`src/rtl/eeps_defines.vh`:
```
// Notes on behaviour
// - Read needs read arm set beforehand.
// - Read go with arm starts read.
// - CPU stalled during cycle, released after.
// - Read go cleared; word in data pair.
// - Data pair holds until next operation.
// - Write/erase go must follow arm immediately.
// - Low-power entry aborts running operation.
// - Upper control bits select 2-16 ms.
// - No address auto-increment between reads.
// - Erase zeroes 16-word page, bit four.
// - Go without arm ignored; clear both.
// - Five address bits, fourteen data bits.
`ifndef EEPS_DEFINES_VH
`define EEPS_DEFINES_VH

// Word offsets on the register bus
`define EEPS_OFF_ADDR    3'h0
`define EEPS_OFF_LOW     3'h1
`define EEPS_OFF_HIGH    3'h2
`define EEPS_OFF_CTRL    3'h3
`define EEPS_OFF_STAT    3'h4

// Control register fields
`define EEPS_CTL_RD_GO   0
`define EEPS_CTL_RD_ARM  1
`define EEPS_CTL_WR_GO   2
`define EEPS_CTL_WR_ARM  3
`define EEPS_CTL_ER_GO   4
`define EEPS_CTL_ER_ARM  5
`define EEPS_CTL_TSEL_LO 6
`define EEPS_CTL_TSEL_HI 7

// Status register fields
`define EEPS_ST_BUSY     0
`define EEPS_ST_ABORT    1

// Reset values
`define EEPS_RST_ADDR    5'h00
`define EEPS_RST_LOW     8'h00
`define EEPS_RST_HIGH    6'h00
`define EEPS_RST_CTRL    8'h00

// Widths
`define EEPS_AW          5
`define EEPS_DW          14
`define EEPS_PAGE_WORDS  16

// Timing
`define EEPS_CLK_HZ      10000000
`define EEPS_LS_HZ       32000
`define EEPS_PROG_MIN_MS 2
`define EEPS_LS_DIV      (`EEPS_CLK_HZ / `EEPS_LS_HZ)
`define EEPS_PROG_TICKS  (`EEPS_PROG_MIN_MS * `EEPS_LS_HZ / 1000)
`define EEPS_READ_CYC    12'h003

`endif

```
`src/rtl/eeps_tick_div.v`:
```
`timescale 1ns/10ps
`default_nettype none
module eeps_tick_div #(
  parameter DIV = 312
) (
  // Clock and reset
  input  wire        clk_i,
  input  wire        rst_i,
  // Control
  input  wire        run_i,
  // Tick out
  output reg         tick_o
);

  reg [15:0] cnt_reg;

  // Low-speed period divider, restarts when idle
  always @(posedge clk_i) begin
    if (rst_i || !run_i) begin
      cnt_reg <= 16'h0000;
      tick_o  <= 1'b0;
    end else if (cnt_reg == DIV[15:0] - 16'h0001) begin
      cnt_reg <= 16'h0000;
      tick_o  <= 1'b1;
    end else begin
      cnt_reg <= cnt_reg + 16'h0001;
      tick_o  <= 1'b0;
    end
  end

endmodule
`default_nettype wire

```
`src/rtl/eeps_store.v`:
```
`timescale 1ns/10ps
`default_nettype none
module eeps_store #(
  parameter AW   = 5,
  parameter DW   = 14,
  parameter PAGE = 16
) (
  // Clock
  input  wire          clk_i,
  // Word access
  input  wire [AW-1:0] addr_i,
  input  wire          we_i,
  input  wire [DW-1:0] wdata_i,
  output reg  [DW-1:0] rdata_o,
  // Page erase
  input  wire          erase_i
);

  localparam WORDS = 1 << AW;
  localparam PB    = $clog2(PAGE);

  reg [DW-1:0] mem [0:WORDS-1];
  integer      i;

  // Word write, page clear, registered read
  always @(posedge clk_i) begin
    rdata_o <= mem[addr_i];
    if (erase_i) begin
      for (i = 0; i < WORDS; i = i + 1) begin
        if (i[AW-1:PB] == addr_i[AW-1:PB])
          mem[i] <= {DW{1'b0}};
      end
    end else if (we_i) begin
      mem[addr_i] <= wdata_i;
    end
  end

endmodule
`default_nettype wire

```
`src/rtl/eeps_top.v`:
```
`timescale 1ns/10ps
`default_nettype none
`include "eeps_defines.vh"
module eeps_top #(
  parameter LS_TICK_DIV     = `EEPS_LS_DIV,
  parameter PROG_BASE_TICKS = `EEPS_PROG_TICKS
) (
  // Clock and reset
  input  wire        clk_i,
  input  wire        rst_i,
  // Wishbone slave
  input  wire        cyc_i,
  input  wire        stb_i,
  input  wire        we_i,
  input  wire [4:0]  adr_i,
  input  wire [3:0]  sel_i,
  input  wire [31:0] dat_i,
  output reg  [31:0] dat_o,
  output reg         ack_o,
  // Core side
  input  wire        low_power_req_i,
  output reg         cpu_stall_o,
  output reg         busy_o
);

  // Sequencer states
  localparam ST_IDLE = 2'b00;
  localparam ST_READ = 2'b01;
  localparam ST_PROG = 2'b10;

  // Operation kinds
  localparam OP_RD = 2'b00;
  localparam OP_WR = 2'b01;
  localparam OP_ER = 2'b10;

  // Software-visible registers
  reg [4:0]  ee_word_address_reg;
  reg [7:0]  ee_word_low_reg;
  reg [5:0]  ee_word_high_reg;
  reg [1:0]  program_time_sel_reg;
  reg        read_arm_reg;
  reg        read_go_reg;
  reg        write_arm_reg;
  reg        write_go_reg;
  reg        erase_arm_reg;
  reg        erase_go_reg;
  reg        abort_reg;

  // Sequencer state
  reg [1:0]  state_reg;
  reg [1:0]  op_reg;
  reg [11:0] cnt_reg;
  reg        wr_just_armed_reg;
  reg        er_just_armed_reg;

  // Store control
  reg        st_we_reg;
  reg        st_erase_reg;

  wire [13:0] st_rdata;
  wire        ls_tick;
  wire        req;
  wire        wr;
  wire        ctl_wr;
  wire        stat_wr;
  wire [7:0]  wb0;
  wire [7:0]  ctl_now;
  wire [7:0]  stat_now;
  wire        start_rd;
  wire        start_wr;
  wire        start_er;
  wire [11:0] prog_ticks;
  wire        lp_abort;

  // Tick source for program time
  eeps_tick_div #(
    .DIV (LS_TICK_DIV)
  ) u_div (
    .clk_i  (clk_i),
    .rst_i  (rst_i),
    .run_i  (state_reg == ST_PROG),
    .tick_o (ls_tick)
  );

  // Word storage
  eeps_store #(
    .AW   (`EEPS_AW),
    .DW   (`EEPS_DW),
    .PAGE (`EEPS_PAGE_WORDS)
  ) u_store (
    .clk_i   (clk_i),
    .addr_i  (ee_word_address_reg),
    .we_i    (st_we_reg),
    .wdata_i ({ee_word_high_reg, ee_word_low_reg}),
    .rdata_o (st_rdata),
    .erase_i (st_erase_reg)
  );

  // Control register as read back
  function [7:0] ctl_pack;
    input [1:0] ts;
    input       ea, eg, wa, wg, ra, rg;
    begin
      ctl_pack = {ts, ea, eg, wa, wg, ra, rg};
    end
  endfunction

  // Register select from a byte address
  function off_hit;
    input [4:0] a;
    input [2:0] off;
    begin
      off_hit = (a[4:2] == off);
    end
  endfunction

  assign ctl_now = ctl_pack(program_time_sel_reg, erase_arm_reg, erase_go_reg,
                            write_arm_reg, write_go_reg, read_arm_reg, read_go_reg);

  // Status register as read back
  assign stat_now = {6'h00, abort_reg, busy_o};

  // Bus decode; access taken the cycle before ack rises
  assign req     = cyc_i & stb_i & ~ack_o;
  assign wr      = req & we_i & sel_i[0];
  assign wb0     = dat_i[7:0];
  assign ctl_wr  = wr & off_hit(adr_i, `EEPS_OFF_CTRL);
  assign stat_wr = wr & off_hit(adr_i, `EEPS_OFF_STAT);

  // Go accepted only with arm already set; write/erase back to back
  assign start_er = ctl_wr & (state_reg == ST_IDLE) & wb0[`EEPS_CTL_ER_GO]
                    & erase_arm_reg & er_just_armed_reg;
  assign start_wr = ctl_wr & (state_reg == ST_IDLE) & wb0[`EEPS_CTL_WR_GO]
                    & write_arm_reg & wr_just_armed_reg & ~start_er;
  assign start_rd = ctl_wr & (state_reg == ST_IDLE) & wb0[`EEPS_CTL_RD_GO]
                    & read_arm_reg & ~start_er & ~start_wr;

  // Program duration doubles per select step
  assign prog_ticks = PROG_BASE_TICKS[11:0] << program_time_sel_reg;

  // Low-power entry from the core, same clock
  assign lp_abort = low_power_req_i & (state_reg != ST_IDLE);

  // Wishbone answer: one wait, ack for one cycle
  always @(posedge clk_i) begin
    if (rst_i) begin
      ack_o <= 1'b0;
      dat_o <= 32'h00000000;
    end else begin
      ack_o <= req;
      if (req && !we_i) begin
        case (adr_i[4:2])
          `EEPS_OFF_ADDR: dat_o <= {27'h0000000, ee_word_address_reg};
          `EEPS_OFF_LOW:  dat_o <= {24'h000000, ee_word_low_reg};
          `EEPS_OFF_HIGH: dat_o <= {26'h0000000, ee_word_high_reg};
          `EEPS_OFF_CTRL: dat_o <= {24'h000000, ctl_now};
          `EEPS_OFF_STAT: dat_o <= {24'h000000, stat_now};
          default:        dat_o <= 32'h00000000;
        endcase
      end
    end
  end

  // Address and data registers
  always @(posedge clk_i) begin
    if (rst_i) begin
      ee_word_address_reg <= `EEPS_RST_ADDR;
      ee_word_low_reg     <= `EEPS_RST_LOW;
      ee_word_high_reg    <= `EEPS_RST_HIGH;
    end else if (state_reg == ST_READ && cnt_reg == 12'h000 && !lp_abort) begin
      // Read result kept until the next operation
      ee_word_low_reg  <= st_rdata[7:0];
      ee_word_high_reg <= st_rdata[13:8];
    end else if (wr && state_reg == ST_IDLE) begin
      // Address moves only on a bus write
      case (adr_i[4:2])
        `EEPS_OFF_ADDR: ee_word_address_reg <= wb0[4:0];
        `EEPS_OFF_LOW:  ee_word_low_reg     <= wb0;
        `EEPS_OFF_HIGH: ee_word_high_reg    <= wb0[5:0];
        default:        ee_word_address_reg <= ee_word_address_reg;
      endcase
    end
  end

  // Back-to-back tracking of arm writes
  always @(posedge clk_i) begin
    if (rst_i) begin
      wr_just_armed_reg <= 1'b0;
      er_just_armed_reg <= 1'b0;
    end else if (wr) begin
      wr_just_armed_reg <= ctl_wr & wb0[`EEPS_CTL_WR_ARM] & ~write_arm_reg;
      er_just_armed_reg <= ctl_wr & wb0[`EEPS_CTL_ER_ARM] & ~erase_arm_reg;
    end
  end

  // Control bits and sequencer
  always @(posedge clk_i) begin
    if (rst_i) begin
      program_time_sel_reg <= 2'b00;
      read_arm_reg  <= 1'b0;
      read_go_reg   <= 1'b0;
      write_arm_reg <= 1'b0;
      write_go_reg  <= 1'b0;
      erase_arm_reg <= 1'b0;
      erase_go_reg  <= 1'b0;
      abort_reg     <= 1'b0;
      state_reg     <= ST_IDLE;
      op_reg        <= OP_RD;
      cnt_reg       <= 12'h000;
      st_we_reg     <= 1'b0;
      st_erase_reg  <= 1'b0;
      cpu_stall_o   <= 1'b0;
      busy_o        <= 1'b0;
    end else begin
      st_we_reg    <= 1'b0;
      st_erase_reg <= 1'b0;
      // Abort flag: set wins over a write-one clear
      if (stat_wr && wb0[`EEPS_ST_ABORT] && !lp_abort)
        abort_reg <= 1'b0;
      case (state_reg)
        ST_IDLE: begin
          if (ctl_wr) begin
            // Arm, select and go written together
            program_time_sel_reg <= wb0[`EEPS_CTL_TSEL_HI:`EEPS_CTL_TSEL_LO];
            read_arm_reg  <= wb0[`EEPS_CTL_RD_ARM];
            write_arm_reg <= wb0[`EEPS_CTL_WR_ARM];
            erase_arm_reg <= wb0[`EEPS_CTL_ER_ARM];
            read_go_reg   <= start_rd;
            write_go_reg  <= start_wr;
            erase_go_reg  <= start_er;
            if (start_rd) begin
              state_reg   <= ST_READ;
              op_reg      <= OP_RD;
              cnt_reg     <= `EEPS_READ_CYC - 12'h001;
              cpu_stall_o <= 1'b1;
              busy_o      <= 1'b1;
            end else if (start_wr || start_er) begin
              state_reg   <= ST_PROG;
              op_reg      <= start_er ? OP_ER : OP_WR;
              cnt_reg     <= prog_ticks - 12'h001;
              cpu_stall_o <= 1'b1;
              busy_o      <= 1'b1;
            end
          end
        end
        ST_READ: begin
          if (lp_abort) begin
            abort_reg   <= 1'b1;
            read_go_reg <= 1'b0;
            state_reg   <= ST_IDLE;
            cpu_stall_o <= 1'b0;
            busy_o      <= 1'b0;
          end else if (cnt_reg == 12'h000) begin
            read_go_reg <= 1'b0;
            state_reg   <= ST_IDLE;
            cpu_stall_o <= 1'b0;
            busy_o      <= 1'b0;
          end else begin
            cnt_reg <= cnt_reg - 12'h001;
          end
        end
        ST_PROG: begin
          if (lp_abort) begin
            // Nothing committed; operation fails
            abort_reg   <= 1'b1;
            state_reg   <= ST_IDLE;
            cpu_stall_o <= 1'b0;
            busy_o      <= 1'b0;
            if (op_reg == OP_ER) begin
              erase_arm_reg <= 1'b0;
              erase_go_reg  <= 1'b0;
            end else begin
              write_arm_reg <= 1'b0;
              write_go_reg  <= 1'b0;
            end
          end else if (ls_tick) begin
            if (cnt_reg == 12'h000) begin
              state_reg   <= ST_IDLE;
              cpu_stall_o <= 1'b0;
              busy_o      <= 1'b0;
              if (op_reg == OP_ER) begin
                st_erase_reg  <= 1'b1;
                erase_arm_reg <= 1'b0;
                erase_go_reg  <= 1'b0;
              end else begin
                st_we_reg     <= 1'b1;
                write_arm_reg <= 1'b0;
                write_go_reg  <= 1'b0;
              end
            end else begin
              cnt_reg <= cnt_reg - 12'h001;
            end
          end
        end
        default: begin
          state_reg   <= ST_IDLE;
          cpu_stall_o <= 1'b0;
          busy_o      <= 1'b0;
        end
      endcase
    end
  end

endmodule
`default_nettype wire

```
`config.mk`:
```
export PLATFORM = sky130hd
export DESIGN_NAME = eeps_top
export DESIGN_NICKNAME = d
export VERILOG_FILES = /design/src/rtl/eeps_tick_div.v /design/src/rtl/eeps_store.v /design/src/rtl/eeps_top.v
export VERILOG_INCLUDE_DIRS = /design/src /design/src/rtl
export SDC_FILE = /design/constraint.sdc
export NUM_CORES = 1
export LEC_CHECK = 0
export BUFFER_PORTS_ARGS = -buffer_cell sky130_fd_sc_hd__clkbuf_2
export CAP_MARGIN = 10
export CORE_MARGIN = 1
export CORE_UTILIZATION = 45
export CTS_CLUSTER_DIAMETER = 200
export DETAILED_ROUTE_END_ITERATION = 10
export HOLD_SLACK_MARGIN = 0.03
export PLACE_DENSITY_LB_ADDON = 0.2
export SLEW_MARGIN = 20
export SYNTH_ARGS = -nofsm -noshare
export SYNTH_HDL_FRONTEND = slang
export SYNTH_SLANG_ARGS = --single-unit
```
`constraint.sdc`:
```
create_clock -name clk_i -period 2.9 [get_ports clk_i]
set_input_delay 0.435 -clock clk_i [delete_from_list [all_inputs] [get_ports clk_i]]
set_output_delay 0.435 -clock clk_i [all_outputs]
set_load 0.01 [all_outputs]
```
==> flow_metrics.tcl, run 1 <==
set metrics [dict create \
    status "completed" \
    via_count 14600 \
    reg2reg_from "cnt_reg[0]" \
    portBuffers 28 \
    ant_nets 0 \
    die_area_sq_mm 0.0553 \
    final_nets 1883 \
    fp.coreArea_sq_mm 0.0538 \
    grt_max_degree 35 \
    timing.setup.critical_path_class "reg -> reg" \
    cts_max_path_buffers 3 \
    hold_path.class "in -> reg" \
    r2r_cells 7 \
    yosys_warnings 0 \
    avgRoutedWirePerCell_microns 24.4 \
    core.rowCount 85 \
    drv_slew 0 \
    ios 82 \
    ys_seq_elements 537 \
    p_total_mw 15.2 \
    largest_reg_flops 448 \
    worstHoldPathCells 3 \
    cp.required_ns 3.38 \
    cts_hold_buf 0 \
    postCtsSetupBuffers 0 \
    vias_per_cell 5.69 \
    register_area_sq_mm 0.0152 \
    synth_edf_count 448 \
    tritoncts "built" \
    tns_ns 0 \
    reg2reg_to "ee_word_address_reg[2]" \
    numCtsBuffers 55 \
    antenna_found_initial 0 \
    syn_inst 1768 \
    grt_setup_unrepaired "false" \
    start_util 0.455 \
    hold_viol_final 0 \
    n_fill_cell 4523 \
    synthDistinctLibCells 72 \
    grt_usage 0.230 \
    arrival_ns 2.90 \
    cts_root_buf "clkbuf_16" \
    syn_to_final_growth_pct 12.6 \
    die_w_microns 235 \
    grt_pass1_vias 14600 \
    p_per_area_mw_per_mm2 553 \
    yosysSeqAreaShare 0.623 \
    place.gp.congestion 0.874 \
    power.leakage_nw 7.99 \
    cts_resized 0 \
    htree_levels 2 \
    multi_input_area_sq_mm 0.00853 \
    crit_fanout 5 \
    layout_min_cycle_time_ns 2.42 \
    cp-end-kind "flop" \
    diodes 0 \
    drive_gt1_frac 0.193 \
    synth.cell_area_sq_mm 0.0245 \
    skew_ns 0.0226 \
    dr.pass1.iters 5 \
    avgSynthCellArea_sq_um 13.8 \
    fin_crit_sh 0.835 \
    grt_pass1_wl_mm 94.5 \
    dieHeight_microns 235 \
    insertion_delay_ns 0.60 \
    setup_viol 0 \
    hold_path_end "program_time_sel_reg[0]" \
    ir_drop_uv 461 \
    grt_overflow 0 \
    dp_hpwl_mm 40.7 \
    cts.sinks 537 \
    drv_cap 0 \
    synth_ff_type "edfxtp_1" \
    cts.reportedPaths.clkPinSlew_ns 0.06 \
    r2r_setup_slack_ns 0.48 \
    fmax_mhz 413 \
    post-route-drc-count 0 \
    tightest_slew_ns 1.00 \
    drt_iter0_drc 1367 \
    min_from "dat_i[6]" \
    cp-start-kind "flop" \
    slew_headroom 0.330 \
    wirelength_mm 62.6 \
    async_flop_share 0 \
]
==> per-layer routing <==
layer,track usage,vias to the layer above,share of wire
met2,0.367,496,0.48
li1,-,6593,-
met3,0.0320,94,0.066
met1,0.324,7430,0.43
met4,0.0768,0,0.029
met5,0,-,0
==> critical path, stage by stage, from the launching register on <==
cell and delay [ns]:
dfxtp_1 0.34, inv_1 0.07, ha_1 0.20, or4b_4 0.52, or3_1 0.55, o21ai_4 0.34, mux2i_1 0.22, nor2_1 0.06
==> how the worst max path moves through the flow <==
stage,start,end,slack [ns],cells after the start
after global routing,cnt_reg[0],ee_word_address_reg[0],0.35,7
after floorplan,ee_word_address_reg[0],u_store.mem[0][0],0.29,5
final,cnt_reg[0],ee_word_address_reg[2],0.48,7
after detailed placement,cnt_reg[0],ee_word_address_reg[0],0.51,7
after CTS,cnt_reg[0],ee_word_address_reg[2],0.49,7
after global placement,cnt_reg[0],ee_word_address_reg[0],0.52,7
==> logic make-up (layout without fill, tap and decap cells) <==
kind of cell / after synthesis / count (layout) / share of synthesized area
and+or+nand+nor: 704 / 704 / 0.168
DFF: 537 / 537 / 0.623
AOI/OAI and AO/OA: 183 / 183 / 0.0523
buffers and inverters: 182 / 264 / 0.0326
muxes: 140 / 140 / 0.116
xor gates and xnor gates: 15 / 15 / 0.00537
adders and majority gates: 6 / 6 / 0.00307
other: 1 / 24 / 0.000153
==> cell usage after synthesis (5+ instances only) <==
cell	count	share of area
nor2b_1	7	0.0018
o21ai_0	36	0.0074
a21oi_1	23	0.0047
nor4_1	5	0.0013
buf_1	16	0.0025
nor2_1	102	0.016
mux2i_1	23	0.0094
dfxtp_1	89	0.073
and2_1	450	0.12
xor2_1	11	0.0039
mux4_2	115	0.11
clkbuf_1	114	0.017
edfxtp_1	448	0.55
a22oi_1	63	0.019
nand3_1	16	0.0033
inv_1	11	0.0017
nand2_1	40	0.0061
nor3_1	14	0.0029
ha_1	6	0.0031
nand2b_1	10	0.0026
a211oi_1	17	0.0052
buf_4	26	0.0080
or3_1	5	0.0013
buf_2	13	0.0027
nand4_1	23	0.0059
==> cell usage in the layout (no fill, tap or decap), types with 33 or more instances in the layout <==
cell type | Yosys | layout
nor2_1 | 102 | 102
clkbuf_16 | 0 | 55
buf_4 | 26 | 116
edfxtp_1 | 448 | 448
a22oi_1 | 63 | 63
nand2_1 | 40 | 40
dfxtp_1 | 89 | 87
o21ai_1 | 3 | 33
mux4_2 | 115 | 115
and2_1 | 450 | 450
==> through the flow <==
stage / setup slack, ns / util / area (sq um) / hold slack (ns) / std cells
6_report: 0.478 / 0.512 / 27600 / 0.105 / 2569
5_1_grt: 0.351 / 0.512 / 27600 / 0.0877 / 2569
4_1_cts: 0.487 / 0.512 / 27600 / 0.0697 / 2569
3_5_place_dp: 0.512 / 0.480 / 25800 / 0.453 / 2469
3_3_place_gp: 0.522 / 0.480 / 25800 / 0.443 / 2469
2_1_floorplan: 0.285 / - / 24600 / 0.426 / 1791
==> report_power, final <==
part           leakage [nW]  switching, mW  internal, mW
logic                  3.35         0.0896        0.0394
registers              3.80        0.00874          8.24
clock network         0.831           2.94          3.93
total                  7.99           3.04          12.2
==> layout make-up <==
class                           count  area share
Sequential cell                   537       0.553
Multi-Input combinational cell   1072       0.310
Clock buffer                       71      0.0523
Timing Repair Buffer              151      0.0418
Tap cell                          696      0.0316
Clock inverter                     29     0.00976
Inverter                           13     0.00177
Note: power is estimated with default switching activity, not from simulation.
==> run 2, diff against run 1 <==
==> constraint.sdc (replaced) <==
create_clock -name clk_i -period 2.2 [get_ports clk_i]
set_input_delay 0.33 -clock clk_i [delete_from_list [all_inputs] [get_ports clk_i]]
set_output_delay 0.33 -clock clk_i [all_outputs]
set_load 0.01 [all_outputs]
==> flow_metrics.tcl, run 2 (synthesis results as in run 1) <==
set metrics [dict create \
    status "completed" \
    ios 82 \
    register_area_sq_mm 0.0152 \
    fin_crit_sh 0.983 \
    critPathLaunch "cnt_reg[1]" \
    final_nets 1952 \
    whs_ns 0.0573 \
    vias_per_cell 5.60 \
    grt_usage 0.231 \
    htree_levels 2 \
    skew_ns 0.0258 \
    most-common-layout-cells "and2_1, edfxtp_1, buf_4" \
    multi_input_area_sq_mm 0.00863 \
    start_util 0.455 \
    reg2reg_from "cnt_reg[1]" \
    core.rowCount 85 \
    grt_pass1_vias 14900 \
    max_stage_delay_ns 0.49 \
    place.gp.congestion 0.880 \
    crit_buf_inv 1 \
    grt_pass1_wl_mm 94.8 \
    dr.pass1.iters 5 \
    ant_nets 0 \
    cp-end-kind "flop" \
    tns_ns 0 \
    via_count 14800 \
    dieHeight_microns 235 \
    cts_max_path_buffers 3 \
    die_w_microns 235 \
    r2r_setup_slack_ns 0.04 \
    ir_drop_uv 660 \
    largest_reg_flops 448 \
    tightest_slew_ns 0.904 \
    grt_overflow 0 \
    syn_to_final_growth_pct 16.4 \
    cpLargestDelayFamily "simple AND/OR/NAND/NOR gates" \
    avgRoutedWirePerCell_microns 23.9 \
    cts.reportedPaths.clkPinSlew_ns 0.06 \
    hold_path.class "in -> reg" \
    cts_root_buf "clkbuf_16" \
    timing.setup.critical_path_class "reg -> reg" \
    fmax_mhz 463 \
    grt_setup_unrepaired "true" \
    cp.depth 7 \
    drive_gt1_frac 0.235 \
    path_cells "inv_2 > ha_4 > or4b_4 > or3_4 > o21ai_4 > mux2i_1 > nor2_1" \
    portBuffers 28 \
    wirelength_mm 63.2 \
    endpoint "ee_word_address_reg[1]" \
    cp-start-kind "flop" \
    utilization 0.529 \
    dp_hpwl_mm 42.0 \
    drt_iter0_drc 1289 \
    n_fill_cell 4496 \
    drv_cap 0 \
    crit_slowest_cell "or4b_4" \
    layout_min_cycle_time_ns 2.16 \
    insertion_delay_ns 0.63 \
    cp.required_ns 2.71 \
    cts.sinks 537 \
    slew_headroom 0.393 \
    p_per_area_mw_per_mm2 705 \
    diodes 0 \
    numCtsBuffers 56 \
    grt_max_degree 35 \
    drv_slew 0 \
    crit_fanout 5 \
    r2r_cells 7 \
    layout_commonest_cell "and2_1" \
    die_area_sq_mm 0.0553 \
    power.leakage_nw 8.42 \
    reg2reg_to "ee_word_address_reg[1]" \
    post-route-drc-count 0 \
    tritoncts "built" \
    setup_viol 0 \
    hold_viol_final 0 \
    arrival_ns 2.68 \
    fp.coreArea_sq_mm 0.0538 \
    antenna_found_initial 2 \
]
run 2: changes by cell type in the layout (fill, tap and decap cells not counted), moves of 3 or more:
cell           previous run  this run
o21ai_1                  33        26
nor2_2                    0        11
o21ai_2                   0         7
clkinv_2                 10        13
clkbuf_1                 15         9
dlygate4sd3_1             0         5
nor2_1                  102        91
clkinv_1                 12        19
buf_4                   116       156
buf_12                    7        30
run 2: routing by layer:
layer	share of wire	GRT usage
met5	0	0
met4	0.025	0.0710
met3	0.063	0.0407
met2	0.48	0.376
met1	0.43	0.316
run 2: worst min-delay path, cell delays in order:
cell and delay, ns:
clkbuf_2 0.16, mux2i_1 0.09, nor2_1 0.07
run 2: worst min-delay path by stage:
stage	from	to	slack [ns]	cells after the start
2_1_floorplan	u_div.cnt_reg[0]	u_div.cnt_reg[0]	0.43	1
3_3_place_gp	u_div.cnt_reg[0]	u_div.cnt_reg[0]	0.44	1
3_5_place_dp	u_div.cnt_reg[0]	u_div.cnt_reg[0]	0.45	1
4_1_cts	dat_i[2]	ee_word_address_reg[2]	0.03	3
5_1_grt	dat_i[2]	ee_word_address_reg[2]	0.07	3
6_report	dat_i[2]	ee_word_address_reg[2]	0.06	3
run 2: stage by stage:
step,power (mW),setup slack (ns),instances,area (sq um)
floorplan,11.2,-0.358,1791,24600
global placement,11.3,-0.0618,2531,26600
detailed placement,11.3,-0.105,2531,26600
CTS,20.2,-0.0411,2642,28400
global route,20.6,-0.0515,2642,28500
finish,20.1,0.0382,2642,28500
run 2: area by class of cell:
class | count | area share
Tap cell | 696 | 0.0306
Clock buffer | 66 | 0.0513
Clock inverter | 39 | 0.00936
Sequential cell | 537 | 0.535
Multi-Input combinational cell | 1072 | 0.303
Timing Repair Buffer | 219 | 0.0689
Inverter | 13 | 0.00171
run 2: what timing repair did:
action / 4_1_cts / 5_1_grt
hold endpoints to repair: 5 / 0
cloned: 0 / 0
hold buffers: 5 / 0
pin swaps: 2 / 5
gates resized for setup: 10 / 16
setup buffers: 1 / 1
setup endpoints to repair: 109 / 102
run 2: power by group:
| group | switching (mW) | total [mW] | internal (mW) |
|---|---|---|---|
| logic | 0.124 | 0.187 | 0.0631 |
| clock network | 3.96 | 9.04 | 5.07 |
| registers | 0.00798 | 10.9 | 10.9 |
| total | 4.09 | 20.1 | 16.0 |
==> run 3, diff against run 2 <==
--- a/config.mk
+++ b/config.mk
@@ -6,12 +6,12 @@
 export SDC_FILE = /design/constraint.sdc
 export NUM_CORES = 1
 export LEC_CHECK = 0
-export BUFFER_PORTS_ARGS = -buffer_cell sky130_fd_sc_hd__clkbuf_2
 export CAP_MARGIN = 10
 export CORE_MARGIN = 1
 export CORE_UTILIZATION = 45
 export CTS_CLUSTER_DIAMETER = 200
 export DETAILED_ROUTE_END_ITERATION = 10
+export DONT_BUFFER_PORTS = 1
 export HOLD_SLACK_MARGIN = 0.03
 export PLACE_DENSITY_LB_ADDON = 0.2
 export SLEW_MARGIN = 20
==> flow_metrics.tcl, run 3 (synthesis results as in run 1) <==
set metrics [dict create \
    worst_slack_ns 0.00399 \
    final_nets 1928 \
    drv_cap 0 \
    dr.pass1.iters 5 \
    dp_slack_ns -0.0219 \
    ir_drop_uv 598 \
    grt_max_degree 50 \
    antenna_found_initial 0 \
    sw_frac_of_total 0.197 \
    routed.top_layer "met4" \
    via_count 14600 \
    p_per_area_mw_per_mm2 711 \
    portBuffers 0 \
    setup_viol 0 \
    slew_headroom 0.324 \
    core.rowCount 85 \
    die_w_microns 235 \
    drv_slew 0 \
    layout_commonest_cell "and2_1" \
    numCtsBuffers 57 \
    grt_usage 0.231 \
    r2r_cells 5 \
    grt_pass1_wl_mm 94.7 \
    cp-start-kind "flop" \
    cts_root_buf "clkbuf_16" \
    hold_path_end "abort_reg" \
    hold_viol_final 0 \
    critPathLaunch "ee_word_address_reg[4]" \
    grt_pass1_vias 14700 \
    fin_crit_sh 0.998 \
    place_inst 2496 \
    wl_met2_mm 30.3 \
    tightest_slew_ns 1.01 \
    syn_to_final_growth_pct 15.8 \
    crit_fanout 14 \
    htree_levels 2 \
    switchingPower_mw 3.98 \
    drt-met1-wl_mm 27.8 \
    ios 82 \
    power.leakage_nw 8.28 \
    grt_setup_unrepaired "true" \
    start_util 0.455 \
    drt_iter0_drc 1431 \
    worstHoldPathCells 3 \
    grt_overflow 0 \
    min_from "low_power_req_i" \
    vias_per_cell 5.59 \
    r2r_setup_slack_ns 0.004 \
    reg2reg_to "u_store.mem[6][12]" \
    post-route-drc-count 0 \
    hold_path.class "in -> reg" \
    status "completed" \
    cts.reportedPaths.clkPinSlew_ns 0.06 \
    diodes 0 \
    die_area_sq_mm 0.0553 \
    dr_wl_met3_mm 3.43 \
    skew_ns 0.0218 \
    dp_hpwl_mm 41.5 \
    timing.setup.critical_path_class "reg -> reg" \
    dieHeight_microns 235 \
    insertion_delay_ns 0.60 \
    tritoncts "built" \
    cts_max_path_buffers 3 \
    cp-end-kind "flop" \
    arrival_ns 2.66 \
    clock_power_share 0.453 \
    most-common-layout-cells "and2_1, edfxtp_1, buf_4" \
    combinationalPowerShare 0.008 \
    reg2reg_from "ee_word_address_reg[4]" \
    final_cells 2616 \
    fp.coreArea_sq_mm 0.0538 \
    largest_reg_flops 448 \
    place.gp.congestion 0.935 \
    p_int_mw 16.2 \
    drive_gt1_frac 0.214 \
    avgRoutedWirePerCell_microns 24.2 \
    wirelength_mm 63.4 \
    cts.sinks 537 \
    ant_nets 0 \
    fmax_mhz 455 \
    cp.required_ns 2.67 \
    layout_min_cycle_time_ns 2.20 \
    power_frac_seq 0.539 \
    p_total_mw 20.2 \
]
==> run 3: metal layers <==
metal,up-vias,track usage
met5,-,0
met4,0,0.0732
met3,90,0.0364
met2,426,0.378
met1,7415,0.317
li1,6686,-
==> run 3: metrics by stage <==
stage / TNS [ns] / hold slack, ns / cell area [sq um] / util
after detailed placement: -0.0219 / 0.406 / 26400 / 0.490
final: 0 / 0.0697 / 28300 / 0.527
after CTS: 0 / 0.0370 / 28300 / 0.525
after global routing: -2.19 / 0.0575 / 28300 / 0.527
after floorplan: -86.86 / 0.426 / 24600 / -
after global placement: -0.0578 / 0.403 / 26400 / 0.490
==> run 3: critical path: stages, from the launching register on <==
cell     delay [ns]
dfxtp_1        0.42
buf_4          0.21
nor2_1         0.16
nand2_1        0.20
nor2_1         0.84
and2_1         0.23
==> run 3: cell type report <==
type / instances / area (sq um)
clock buffer: 79 / 1520
clock inverter: 25 / 221
fill: 4477 / 25500
inverter: 13 / 48.8
multi-input combinational: 1072 / 8640
sequential: 537 / 15200
tap: 696 / 871
timing repair buffer: 194 / 1810
==> run 3: what timing repair did <==
item                                    4_1_cts  5_1_grt
gates resized for setup                       2       19
setup buffers                                 0        2
endpoints found under the hold margin        55        0
hold buffers                                 14        0
pin swaps                                     0        5
endpoints found under the setup margin        2      143
cloned                                        0        0
==> run 3: worst max path at each step <==
| stage | slack, ns | end | depth (start not counted) |
|---|---|---|---|
| 3_5_place_dp | -0.02 | u_store.rdata_o[2] | 4 |
| 6_report | 0.004 | u_store.mem[6][12] | 5 |
| 4_1_cts | 0.001 | ee_word_address_reg[2] | 8 |
| 5_1_grt | -0.06 | u_store.mem[5][11] | 5 |
| 3_3_place_gp | -0.03 | u_store.rdata_o[2] | 4 |
| 2_1_floorplan | -0.36 | u_store.mem[13][0] | 5 |
==> run 3: power by group through the flow <==
stage / combinational, mW / sequential (mW) / clock [mW]
finish: 0.162 / 10.9 / 9.13
CTS: 0.160 / 10.9 / 9.26
floorplan: 0.132 / 11.1 / 0
global route: 0.174 / 10.9 / 9.65
detailed placement: 0.110 / 11.1 / 0
global placement: 0.109 / 11.1 / 0
